<file path="src/logic/fwq_consts.vh">
// Constants shared by the flash write guard and query host controller.
// Assumes a 125 MHz system clock; every time is in nanoseconds.
`ifndef FWQ_CONSTS_VH
`define FWQ_CONSTS_VH

// System clock period.
`define FWQ_CLK_NS 8

// Bus timing: read access, write pulse, glitch filter, strobe recovery.
`define FWQ_T_ACC_NS 70
`define FWQ_T_WP_NS 35
`define FWQ_T_GLITCH_NS 5
`define FWQ_T_REC_NS 20

// Settling time after the reset pin changes to or from high voltage.
`define FWQ_T_HV_NS 500

// Quiet time after reset before the first write cycle is issued.
`define FWQ_T_PU_NS 1000

// User command codes.
`define FWQ_OP_READ 3'h0
`define FWQ_OP_WRITE 3'h1
`define FWQ_OP_QRY_ENTER 3'h2
`define FWQ_OP_RESET_CMD 3'h3
`define FWQ_OP_QRY_SCAN 3'h4
`define FWQ_OP_UNPROT_ON 3'h5
`define FWQ_OP_UNPROT_OFF 3'h6

// Query entry and reset command bytes and addresses.
`define FWQ_QRY_DATA 16'h0098
`define FWQ_QRY_ADDR_WORD 8'h55
`define FWQ_QRY_ADDR_BYTE 8'haa
`define FWQ_RESET_DATA 16'h00f0

// Query table window captured by a scan, in word addresses.
`define FWQ_TBL_FIRST 8'h10
`define FWQ_TBL_LAST 8'h26
`define FWQ_TBL_DEPTH 23

// Expected query table contents; locations not listed read zero.
`define FWQ_CFI_10 16'h0051
`define FWQ_CFI_11 16'h0052
`define FWQ_CFI_12 16'h0059
`define FWQ_CFI_13 16'h0002
`define FWQ_CFI_15 16'h0040
`define FWQ_CFI_1B 16'h0027
`define FWQ_CFI_1C 16'h0036
`define FWQ_CFI_1F 16'h0004
`define FWQ_CFI_21 16'h000a
`define FWQ_CFI_23 16'h0005
`define FWQ_CFI_25 16'h0004

`endif

</file>
<file path="src/logic/fwq_tbl_mem.v">
// Small memory holding the query table words captured during a scan.
// Assumes one clock; the read data comes out of a register one cycle late.
`timescale 1ns/1ps
`default_nettype none

module fwq_tbl_mem #(
	parameter DW = 16,
	parameter DEPTH = 23,
	parameter AW = 5
) (
	input wire sys_clk_i,
	input wire rst_i,
	input wire wr_en_i,
	input wire [AW-1:0] wr_addr_i,
	input wire [DW-1:0] wr_data_i,
	input wire [AW-1:0] rd_addr_i,
	output reg [DW-1:0] rd_data_o
);

	// Storage array; contents are undefined until the first scan.
	reg [DW-1:0] mem_q [0:DEPTH-1];

	// Write port; out-of-range indices are dropped.
	always @(posedge sys_clk_i) begin
		if (wr_en_i && (wr_addr_i < DEPTH)) begin
			mem_q[wr_addr_i] <= wr_data_i;
		end
	end

	// Registered read port; out-of-range indices read zero.
	always @(posedge sys_clk_i or posedge rst_i) begin
		if (rst_i) begin
			rd_data_o <= {DW{1'b0}};
		end else if (rd_addr_i < DEPTH) begin
			rd_data_o <= mem_q[rd_addr_i];
		end else begin
			rd_data_o <= {DW{1'b0}};
		end
	end

endmodule

`default_nettype wire

</file>
<file path="src/logic/fwq_host.v">
// Host controller that drives a parallel NOR flash through its pins for
// write-protect, temporary unprotect and query-table access.
// Assumes the flash data pins are joined outside from dq_o/dq_oe_o/dq_i and
// that an external switch puts high voltage on the reset pin when asked.
//
// How it works
// - High voltage on reset enables temporary unprotect.
// - Write needs chip select, write low, output high.
// - Write 98h to 55h/AAh enters query.
// - Reset command leaves query to array read.
`timescale 1ns/1ps
`default_nettype none
`include "fwq_consts.vh"

module fwq_host #(
	parameter ADDR_W = 20
) (
	input wire sys_clk_i,
	input wire rst_i,
	input wire req_i,
	input wire [2:0] op_i,
	input wire [ADDR_W:0] addr_i,
	input wire [15:0] wdata_i,
	input wire byte_mode_i,
	input wire boot_lock_req_i,
	input wire above_supply_lockout_threshold_i,
	input wire [4:0] tbl_idx_i,
	input wire [15:0] flash_dq_i,
	output reg flash_ce_n_o,
	output reg flash_oe_n_o,
	output reg flash_we_n_o,
	output reg [ADDR_W-1:0] flash_addr_o,
	output reg flash_addr_lsb_o,
	output reg [15:0] flash_dq_o,
	output reg flash_dq_oe_o,
	output reg flash_byte_n_o,
	output reg flash_reset_hv_o,
	output reg boot_lock_accel_input_o,
	output reg busy_o,
	output reg done_o,
	output reg refused_o,
	output reg [15:0] rdata_o,
	output reg cfi_ok_o,
	output wire [15:0] tbl_data_o
);

	// Rounds a least time up to whole cycles, never below one.
	function [7:0] ns2cyc;
		input integer ns;
		integer c;
		begin
			c = (ns + `FWQ_CLK_NS - 1) / `FWQ_CLK_NS;
			if (c < 1) begin
				c = 1;
			end
			ns2cyc = c[7:0];
		end
	endfunction

	// Maps a logical bus address to word pins plus the byte-select pin.
	function [ADDR_W:0] to_pins;
		input [ADDR_W:0] a;
		input bm;
		begin
			if (bm) begin
				to_pins = {a[ADDR_W:1], a[0]};
			end else begin
				to_pins = {a[ADDR_W-1:0], 1'b0};
			end
		end
	endfunction

	// Expected query word for a word address inside the scanned window.
	function [15:0] cfi_exp;
		input [7:0] wa;
		begin
			case (wa)
				8'h10: cfi_exp = `FWQ_CFI_10;
				8'h11: cfi_exp = `FWQ_CFI_11;
				8'h12: cfi_exp = `FWQ_CFI_12;
				8'h13: cfi_exp = `FWQ_CFI_13;
				8'h15: cfi_exp = `FWQ_CFI_15;
				8'h1b: cfi_exp = `FWQ_CFI_1B;
				8'h1c: cfi_exp = `FWQ_CFI_1C;
				8'h1f: cfi_exp = `FWQ_CFI_1F;
				8'h21: cfi_exp = `FWQ_CFI_21;
				8'h23: cfi_exp = `FWQ_CFI_23;
				8'h25: cfi_exp = `FWQ_CFI_25;
				default: cfi_exp = 16'h0000;
			endcase
		end
	endfunction

	// Cycle counts derived from the times; the read pulse covers the two sync stages.
	localparam [7:0] ACC_CYC = ns2cyc(`FWQ_T_ACC_NS) + 8'h02;
	localparam [7:0] WP_CYC = ns2cyc(`FWQ_T_WP_NS);
	localparam [7:0] GL_CYC = ns2cyc(`FWQ_T_GLITCH_NS);
	localparam [7:0] REC_CYC = ns2cyc(`FWQ_T_REC_NS);
	localparam [7:0] HV_CYC = ns2cyc(`FWQ_T_HV_NS);
	localparam [7:0] PU_CYC = ns2cyc(`FWQ_T_PU_NS);
	localparam [7:0] WPULSE = (WP_CYC > GL_CYC) ? WP_CYC : (GL_CYC + 8'h01);
	// Last scan step is the closing reset write; cut to the step counter's width on purpose.
	localparam integer SCAN_END_I = `FWQ_TBL_DEPTH + 1;
	localparam [4:0] SCAN_END = SCAN_END_I[4:0];

	// One-hot sequencer states.
	localparam [5:0] ST_IDLE = 6'h01;
	localparam [5:0] ST_ADDR = 6'h02;
	localparam [5:0] ST_PULSE = 6'h04;
	localparam [5:0] ST_RECOV = 6'h08;
	localparam [5:0] ST_HV = 6'h10;
	localparam [5:0] ST_DONE = 6'h20;

	reg [5:0] state_q; // Sequencer state.
	reg [7:0] cnt_q; // Cycles left in the current phase.
	reg [7:0] pu_cnt_q; // Power-up quiet counter.
	reg pu_done_q; // Set once the quiet time after reset has passed.
	reg wr_q; // Current bus cycle is a write.
	reg scan_q; // A query scan is running.
	reg [4:0] step_q; // Scan step: 0 entry, 1..23 reads, 24 reset.
	reg mismatch_q; // Some scanned word differed from its expected value.
	reg bm_q; // Byte mode latched for the running operation.
	reg [15:0] dq_s1_q; // First data synchroniser stage.
	reg [15:0] dq_s2_q; // Second data synchroniser stage.
	reg sup_s1_q; // First supply-good synchroniser stage.
	reg sup_s2_q; // Second supply-good synchroniser stage.
	wire [7:0] scan_wa; // Word address read in the current scan step.
	wire [15:0] rd_masked; // Sampled data, low byte only in byte mode.
	wire [4:0] tbl_widx; // Memory index for the current scan step.
	wire [15:0] scan_exp; // Expected query word for the current scan step.

	assign scan_wa = `FWQ_TBL_FIRST + {3'h0, step_q} - 8'h01;
	assign rd_masked = bm_q ? {8'h00, dq_s2_q[7:0]} : dq_s2_q;
	assign tbl_widx = step_q - 5'h01;
	assign scan_exp = cfi_exp(scan_wa);

	// Captured query words; read data is registered inside the memory.
	fwq_tbl_mem #(
		.DW(16),
		.DEPTH(`FWQ_TBL_DEPTH),
		.AW(5)
	) u_mem (
		.sys_clk_i(sys_clk_i),
		.rst_i(rst_i),
		.wr_en_i(scan_q && state_q == ST_PULSE && cnt_q == 8'h01 && !wr_q),
		.wr_addr_i(tbl_widx),
		.wr_data_i(rd_masked),
		.rd_addr_i(tbl_idx_i),
		.rd_data_o(tbl_data_o)
	);

	// Two-stage synchronisers for pins that come from outside this clock.
	always @(posedge sys_clk_i or posedge rst_i) begin
		if (rst_i) begin
			dq_s1_q <= 16'h0000;
			dq_s2_q <= 16'h0000;
			sup_s1_q <= 1'b0;
			sup_s2_q <= 1'b0;
		end else begin
			dq_s1_q <= flash_dq_i;
			dq_s2_q <= dq_s1_q;
			sup_s1_q <= above_supply_lockout_threshold_i;
			sup_s2_q <= sup_s1_q;
		end
	end

	// Quiet time after reset; writes issued during power-up would be dropped anyway.
	always @(posedge sys_clk_i or posedge rst_i) begin
		if (rst_i) begin
			pu_cnt_q <= 8'h00;
			pu_done_q <= 1'b0;
		end else if (!pu_done_q) begin
			pu_cnt_q <= pu_cnt_q + 8'h01;
			pu_done_q <= (pu_cnt_q + 8'h01 >= PU_CYC);
		end
	end

	// Main sequencer: takes a request in idle, runs bus cycles or a reset-pin change.
	always @(posedge sys_clk_i or posedge rst_i) begin
		if (rst_i) begin
			state_q <= ST_IDLE;
			cnt_q <= 8'h00;
			wr_q <= 1'b0;
			scan_q <= 1'b0;
			step_q <= 5'h00;
			mismatch_q <= 1'b0;
			bm_q <= 1'b0;
			flash_ce_n_o <= 1'b1;
			flash_oe_n_o <= 1'b1;
			flash_we_n_o <= 1'b1;
			flash_addr_o <= {ADDR_W{1'b0}};
			flash_addr_lsb_o <= 1'b0;
			flash_dq_o <= 16'h0000;
			flash_dq_oe_o <= 1'b0;
			flash_byte_n_o <= 1'b1;
			flash_reset_hv_o <= 1'b0;
			boot_lock_accel_input_o <= 1'b0;
			busy_o <= 1'b0;
			done_o <= 1'b0;
			refused_o <= 1'b0;
			rdata_o <= 16'h0000;
			cfi_ok_o <= 1'b0;
		end else begin
			done_o <= 1'b0;
			refused_o <= 1'b0;
			// The protect pin follows the user's request; low locks the outer boot sectors.
			boot_lock_accel_input_o <= !boot_lock_req_i;
			case (state_q)
				ST_IDLE: begin
					busy_o <= 1'b0;
					if (req_i) begin
						busy_o <= 1'b1;
						bm_q <= byte_mode_i;
						flash_byte_n_o <= !byte_mode_i;
						wr_q <= (op_i != `FWQ_OP_READ);
						scan_q <= (op_i == `FWQ_OP_QRY_SCAN);
						step_q <= 5'h00;
						mismatch_q <= 1'b0;
						if (op_i == `FWQ_OP_UNPROT_ON || op_i == `FWQ_OP_UNPROT_OFF) begin
							// Leaving high voltage makes the device re-protect by itself.
							flash_reset_hv_o <= (op_i == `FWQ_OP_UNPROT_ON);
							cnt_q <= HV_CYC;
							state_q <= ST_HV;
						end else if (op_i != `FWQ_OP_READ && (!sup_s2_q || !pu_done_q)) begin
							// No write is attempted below lockout or during power-up.
							refused_o <= 1'b1;
							state_q <= ST_DONE;
						end else if (op_i > `FWQ_OP_UNPROT_OFF) begin
							refused_o <= 1'b1;
							state_q <= ST_DONE;
						end else begin
							flash_ce_n_o <= 1'b0;
							flash_dq_oe_o <= (op_i != `FWQ_OP_READ);
							state_q <= ST_ADDR;
							if (op_i == `FWQ_OP_QRY_ENTER || op_i == `FWQ_OP_QRY_SCAN) begin
								// Query entry address depends on the bus width.
								{flash_addr_o, flash_addr_lsb_o} <= to_pins(byte_mode_i ?
									{{(ADDR_W-7){1'b0}}, `FWQ_QRY_ADDR_BYTE} :
									{{(ADDR_W-7){1'b0}}, `FWQ_QRY_ADDR_WORD}, byte_mode_i);
								flash_dq_o <= `FWQ_QRY_DATA;
							end else if (op_i == `FWQ_OP_RESET_CMD) begin
								// The reset command drops query mode to its former mode.
								{flash_addr_o, flash_addr_lsb_o} <= {(ADDR_W+1){1'b0}};
								flash_dq_o <= `FWQ_RESET_DATA;
							end else begin
								{flash_addr_o, flash_addr_lsb_o} <= to_pins(addr_i, byte_mode_i);
								flash_dq_o <= wdata_i;
							end
						end
					end
				end
				ST_ADDR: begin
					// Address and select settle for one cycle before any strobe falls.
					if (wr_q) begin
						flash_we_n_o <= 1'b0;
						flash_oe_n_o <= 1'b1;
						cnt_q <= WPULSE;
					end else begin
						flash_oe_n_o <= 1'b0;
						flash_we_n_o <= 1'b1;
						cnt_q <= ACC_CYC;
					end
					state_q <= ST_PULSE;
				end
				ST_PULSE: begin
					if (cnt_q == 8'h01) begin
						flash_we_n_o <= 1'b1;
						flash_oe_n_o <= 1'b1;
						cnt_q <= REC_CYC;
						state_q <= ST_RECOV;
						if (!wr_q) begin
							rdata_o <= rd_masked;
							if (scan_q && rd_masked != (bm_q ? {8'h00, scan_exp[7:0]} :
								scan_exp)) begin
								mismatch_q <= 1'b1;
							end
						end
					end else begin
						cnt_q <= cnt_q - 8'h01;
					end
				end
				ST_RECOV: begin
					// Data is held through recovery; the strobe is already high.
					if (cnt_q == 8'h01) begin
						flash_dq_oe_o <= 1'b0;
						if (scan_q && step_q != SCAN_END) begin
							step_q <= step_q + 5'h01;
							state_q <= ST_ADDR;
							if (step_q + 5'h01 == SCAN_END) begin
								wr_q <= 1'b1;
								flash_dq_oe_o <= 1'b1;
								flash_dq_o <= `FWQ_RESET_DATA;
								{flash_addr_o, flash_addr_lsb_o} <= {(ADDR_W+1){1'b0}};
							end else begin
								wr_q <= 1'b0;
								// Byte mode reads each location at twice its word address.
								{flash_addr_o, flash_addr_lsb_o} <= to_pins(bm_q ?
									{{(ADDR_W-8){1'b0}}, scan_wa + 8'h01, 1'b0} :
									{{(ADDR_W-7){1'b0}}, scan_wa + 8'h01}, bm_q);
							end
						end else begin
							flash_ce_n_o <= 1'b1;
							if (scan_q) begin
								cfi_ok_o <= !mismatch_q;
							end
							state_q <= ST_DONE;
						end
					end else begin
						cnt_q <= cnt_q - 8'h01;
					end
				end
				ST_HV: begin
					// Wait for the reset pin to settle at its new level.
					if (cnt_q == 8'h01) begin
						state_q <= ST_DONE;
					end else begin
						cnt_q <= cnt_q - 8'h01;
					end
				end
				ST_DONE: begin
					done_o <= 1'b1;
					busy_o <= 1'b0;
					scan_q <= 1'b0;
					state_q <= ST_IDLE;
				end
				default: begin
					state_q <= ST_IDLE;
				end
			endcase
		end
	end

endmodule

`default_nettype wire

</file>
<file path="config.mk">
export PLATFORM = sky130hd
export DESIGN_NAME = fwq_host
export DESIGN_NICKNAME = d
export VERILOG_FILES = /design/src/logic/fwq_tbl_mem.v /design/src/logic/fwq_host.v
export VERILOG_INCLUDE_DIRS = /design/src /design/src/logic
export SDC_FILE = /design/constraint.sdc
export NUM_CORES = 1
export LEC_CHECK = 0
export BUFFER_PORTS_ARGS = -buffer_cell sky130_fd_sc_hd__buf_2
export CELL_PAD_IN_SITES_DETAIL_PLACEMENT = 0
export CELL_PAD_IN_SITES_GLOBAL_PLACEMENT = 1
export CORE_UTILIZATION = 54
export CTS_BUF_LIST = sky130_fd_sc_hd__clkbuf_4
export CTS_CLUSTER_DIAMETER = 200
export DETAILED_ROUTE_END_ITERATION = 10
export HOLD_SLACK_MARGIN = 0.12
export PLACE_DENSITY_LB_ADDON = 0.1
export SLEW_MARGIN = 30
export SYNTH_ARGS = -nofsm -noshare
export SYNTH_HDL_FRONTEND = slang
export SYNTH_HIERARCHICAL = 1
export SYNTH_SLANG_ARGS = --single-unit
</file>
<file path="constraint.sdc">
create_clock -name sys_clk_i -period 6.1 [get_ports sys_clk_i]
set_input_delay 0.915 -clock sys_clk_i [delete_from_list [all_inputs] [get_ports sys_clk_i]]
set_output_delay 0.915 -clock sys_clk_i [all_outputs]
set_load 0.005 [all_outputs]
</file>
* Yosys cells after proc, flatten, opt, wreduce, memory -nomap -nowiden *
Memory sizes are Yosys's and may differ from the RTL's.
Index checks and enable logic that the tools add are counted.
W data, S select, Z words.

operators by class
  add/subtract/negate cells = 7
  order comparisons = 4
  eq/ne operators = 40
  mux-type cells = 100
  bitwise gates (word level) = 2
  reduce and logical (&&, ||, !) cells = 38

operators by type and width
  kind                  number
  $mux W16              12
  $mux W20              8
  $pmux W7 S10          1
  $eq A8 B5 Y1 const B  8
  $mux W6               8
  $mux W1               43
  $mux W8               5
  $pmux W20 S2          1
  $pmux W16 S2          1
  $pmux W8 S4           1
  $pmux W6 S5           1
  $mux W9               3
  $eq A8 B6 Y1 const B  3
  $ne A2 B2 Y1 const B  12
  $mux W21              1
  $pmux W1 S2           9
  $ne A16 B16 Y1        1
  $reduce_and A4 Y1     4
  $mux W5               3
  $reduce_and A7 Y1     2
  $lt A5 B5 Y1 const B  2
  $mux W10              1
  $pmux W5 S2           1
  $eq A3 B3 Y1 const B  3
  other kinds (34)      57

storage, ports and cells
  register bits after elaboration = 146
  bits in writable memories = 368
  output and inout port bits = 80
  logic and storage cells = 221
  memories = 1

memory list
  name         depth  width  read ports  clocked after memory_dff  write ports  RTL line          source
  u_mem.mem_q  23     16     1           0                         1            fwq_tbl_mem.v:21  reg [DW-1:0] mem_q [0:DEPTH-1];

* Depth between registers and ports, before layout *
  depth after elaboration = 12
  depth in mapped cells = 12
  mapped depth without buffers = 10

* Cells and area by module *
Netlist, hierarchy kept.

by module, submodules not included
  module       times used  cells an instance  area an instance (um2)  seq. area each (um2)
  fwq_tbl_mem  1           814                14915.6                 11451.0
  fwq_host     1           605                6124.6                  3259.4

* Worst setup path after synthesis *
Ideal clock, no wire load.

  kind = flip-flop to flip-flop
  start = register cnt_q[2]
  end = memory u_mem.mem_q[4][0], enable pin
  library setup time = 409 ps
  arrival time = 3620 ps
  path slack = 2071 ps
  stages on the path, launching flop included = 10
  period minus slack after synthesis = 4029 ps
  cell sequence = dfrtp_1 > nor4_1 > nand3_1 > or2_1 > clkbuf_1 > nor3b_1 > a21bo_1 > or3_1 > clkbuf_1 > nor3_1

on the way
  longest elaborated chain between the ends = 6

RTL lines
  element                           RTL line          source
  start: declaration                fwq_host.v:115    reg [7:0] cnt_q;
  start signal: assignment          fwq_host.v:279    cnt_q <= cnt_q - 8'h01;
  start signal: assignment          fwq_host.v:309    cnt_q <= cnt_q - 8'h01;
  start signal: assignment          fwq_host.v:317    cnt_q <= cnt_q - 8'h01;
  $eq A8 B1 Y1                      fwq_host.v:145    .wr_en_i(scan_q && state_q == ST_PULSE && cnt_q == 8'h01 && !wr_q),
  $logic_and A1 B1 Y1 (2 in a row)  fwq_host.v:145
  $logic_and A1 B1 Y1               fwq_tbl_mem.v:25  if (wr_en_i && (wr_addr_i < DEPTH)) begin
  $mux W1                           fwq_tbl_mem.v:25
  $mux W1 (not written as such)     fwq_tbl_mem.v:26  mem_q[wr_addr_i] <= wr_data_i;
  end: declaration                  fwq_tbl_mem.v:21

No other way between the ends.

* Worst setup path after layout *
  start = register cnt_q[2]
  end = memory u_mem.mem_q[9][0], enable pin

Same word-level chain as after synthesis.

==> impl_metrics.py <==
metrics = {
    "layout": {
        "seq_area_sq_um": 14710,
        "fill_cells": 3000,
        "drive_gt1_frac": 0.2676,
        "utilization": 0.6363,
        "nets": 1740,
        "multi_input_area_sq_um": 5844,
        "area_growth_syn_to_layout_pct": 14.98,
        "stdcell_count": 2283,
    },
    "worst_setup_path": {
        "crit_chain": "nor4_1 > nand3_1 > or2_1 > nor3b_1 > a21bo_1 > or3b_1 > nor2_2",
        "crit_path_end_kind": "flop",
        "cpLargestDelayFamily": "simple AND/OR/NAND/NOR gates",
        "cpPeakStageDelay_ns": 0.72,
        "cp_slowest_cell": "nor2_2",
        "worstPathArrival_ns": 4.54,
        "timing.critical_path.from_type": "flop",
        "worst-setup-path-type": "reg2reg",
        "critPathMaxFanout": 16,
        "cp.buffers_inverters": 0,
        "worstPathRequired_ns": 6.51,
    },
    "routing": {
        "antenna_left": 0,
        "drt_iter0_markers": 1009,
        "drc_errors": 0,
        "vias": 12990,
        "dr.pass1.iters": 5,
        "avgRoutedWirePerCell_um": 22.23,
        "routed_wl_um": 50760,
        "post_drt_via_cell_ratio": 5.691,
    },
    "global_route": {
        "grt_start_max_net_pins": 74,
        "overflow": 0,
        "grt_use_total": 0.2639,
        "grt_antenna_before_repair": 3,
        "first_global_vias": 12790,
        "grt_pass1_wl_um": 76000,
    },
    "die": {
        "fp.dieW_um": 199.4,
        "die_h_um": 199.4,
        "die-area_sq_um": 39760,
        "rows": 71,
        "core_area_sq_um": 38020,
        "io_pins": 147,
        "initial_core_util": 0.5534,
    },
    "logic_synthesis": {
        "synthTopCellsByArea": "edfxtp_1 (53%), dfrtp_1 (17%), mux2i_1 (8.1%)",
        "ys_dominant_reg_cell": "edfxtp_1",
        "synth_edf_count": 368,
        "synth.net_count": 1496,
        "ys_warn_count": 6,
        "synthesis.area_sq_um": 21040,
        "yosysMostFrequentCell": "edfxtp_1",
        "ys_top_cells_by_count": "edfxtp_1 (368), mux2i_1 (171), dfrtp_1 (141), nand2_1 (123), nor2_1 (60)",
        "synthCells": 1419,
        "ys_ff_latch": 514,
        "async_flop_share": 0.2840,
        "avgSynthCellArea_sq_um": 14.83,
        "ys_types": 77,
        "synth_top_cell_by_area": "edfxtp_1",
        "synth_top_area_share": 0.5252,
        "synth-seq-area-share": 0.6992,
    },
    "clock_tree": {
        "clkTransAtPathRegs_ns": 0.07,
        "numCtsBuffers": 133,
        "clk_latency_ns": 0.81,
        "root_buffer": "clkbuf_4",
        "postCtsSetupBuffers": 0,
        "cts_sinks": 514,
        "cts_resized": 0,
        "hold_buffers": 0,
        "htreeDepth": 4,
        "clk_path_buf_depth": 3,
        "cts_tree": "yes",
    },
    "timing": {
        "fin_crit_ns": 4.134,
        "whs_ns": 0.2236,
        "fin_crit_sh": 0.6777,
        "worst_pin_slew_ns": 0.8802,
        "setup_violations": 0,
        "fin_ws_ns": 1.966,
        "hold_viol": 0,
        "tns_ns": 0,
        "slew_viol_final": 0,
        "maxSlewHeadroom": 0.4112,
        "clock_skew_ns": 0.04780,
        "fmax_mhz": 241.9,
        "rsz0062_at_grt": "no",
    },
    "power": {
        "vdd_drop_max_mv": 0.2063,
        "power.leakage_uw": 0.009678,
        "pwr_density_cell_nw_per_um2": 341.1,
    },
    "placed_design": {
        "place_inst": 2039,
        "globalplace.congestion": 0.8335,
        "pre_cts_slack_ns": 1.993,
        "portBuffers": 146,
        "dpl.hpwl_um": 31720,
    },
    "run": {
        "cap_violations": 0,
    },
    "worst_hold_path": {
        "worst_hold_path_type": "in2reg",
    },
    "outcome": {
        "status": "finished clean",
    },
}
[worst reg2reg max path: stages, from the launching register on]
cell	delay (ns)
dfrtp_1	0.45
nor4_1	0.52
nand3_1	0.27
or2_1	0.37
nor3b_1	0.57
a21bo_1	0.31
or3b_1	0.56
nor2_2	0.72
[per-layer routing]
metal,track usage,vias up,routed length (um),part of all wire
li1,-,5939,-,-
met1,0.3667,6406,21630,0.43
met2,0.4042,566,23930,0.47
met3,0.06751,78,3995,0.079
met4,0.09613,4,1176,0.023
met5,0,-,23,0.00045
[final timing paths]
check	start	to	slack, ns	cells after the start
max in group asynchronous	rst_i	dq_s2_q[1]	4.80	3
min in group asynchronous	rst_i	flash_dq_oe_o	0.24	2
setup reg to reg	cnt_q[2]	u_mem/mem_q[9][0]	1.97	7
hold reg to reg	dq_s1_q[8]	dq_s2_q[8]	0.34	0
setup / recovery	cnt_q[2]	u_mem/mem_q[9][0]	1.97	7
hold / removal	flash_dq_i[9]	dq_s1_q[9]	0.22	1
[sequential cells by signal, summed over array words and instances, names as in the netlist, 5 cells and up]
register / count
u_mem/mem_q: 368
flash_addr_o: 20
dq_s1_q: 16
dq_s2_q: 16
flash_dq_o: 16
rdata_o: 16
u_mem/rd_data_o: 16
cnt_q: 8
pu_cnt_q: 8
state_q: 6
step_q: 5
[where the power goes]
group / switching [uW] / leakage, uW / internal [uW]
registers: 144 / 0.00514 / 4050
logic: 596 / 0.00345 / 342
clock network: 1360 / 0.00108 / 1760
total: 2100 / 0.00968 / 6150
[kinds of logic after synthesis]
family,Yosys count,share of synthesized area
fa+ha+maj,10,0.005947
flops,514,0.6992
simple gates,345,0.08010
compound gates,211,0.06535
buf+inv,102,0.02676
mux,208,0.1103
xor+xnor,29,0.01243
[per-stage QoR]
stage               power (uW)  area, sq um
floorplan                 4734        21040
global placement          5184        22330
detailed placement        5204        22360
CTS                       8337        24190
global route              8634        24190
finish                    8253        24190
[final cells by class]
type,count,area share
Timing Repair Buffer,188,0.04417
Clock inverter,36,0.01138
Clock buffer,207,0.06424
Sequential cell,514,0.6081
Multi-Input combinational cell,803,0.2416
Tap cell,511,0.02643
Inverter,23,0.003982
Antenna cell,1,0.0001034
[layout by cell type, fill, tap and decap left out, types with 40 or more instances in the layout]
| cell type | instances |
|---|---|
| edfxtp_1 | 368 |
| clkbuf_4 | 207 |
| mux2i_1 | 171 |
| buf_2 | 145 |
| dfrtp_1 | 140 |
| nand2_1 | 123 |
| nor2_1 | 56 |
| nand3_1 | 53 |
| a22oi_1 | 41 |
| buf_4 | 40 |
Note: power is estimated with default switching activity, not from simulation.
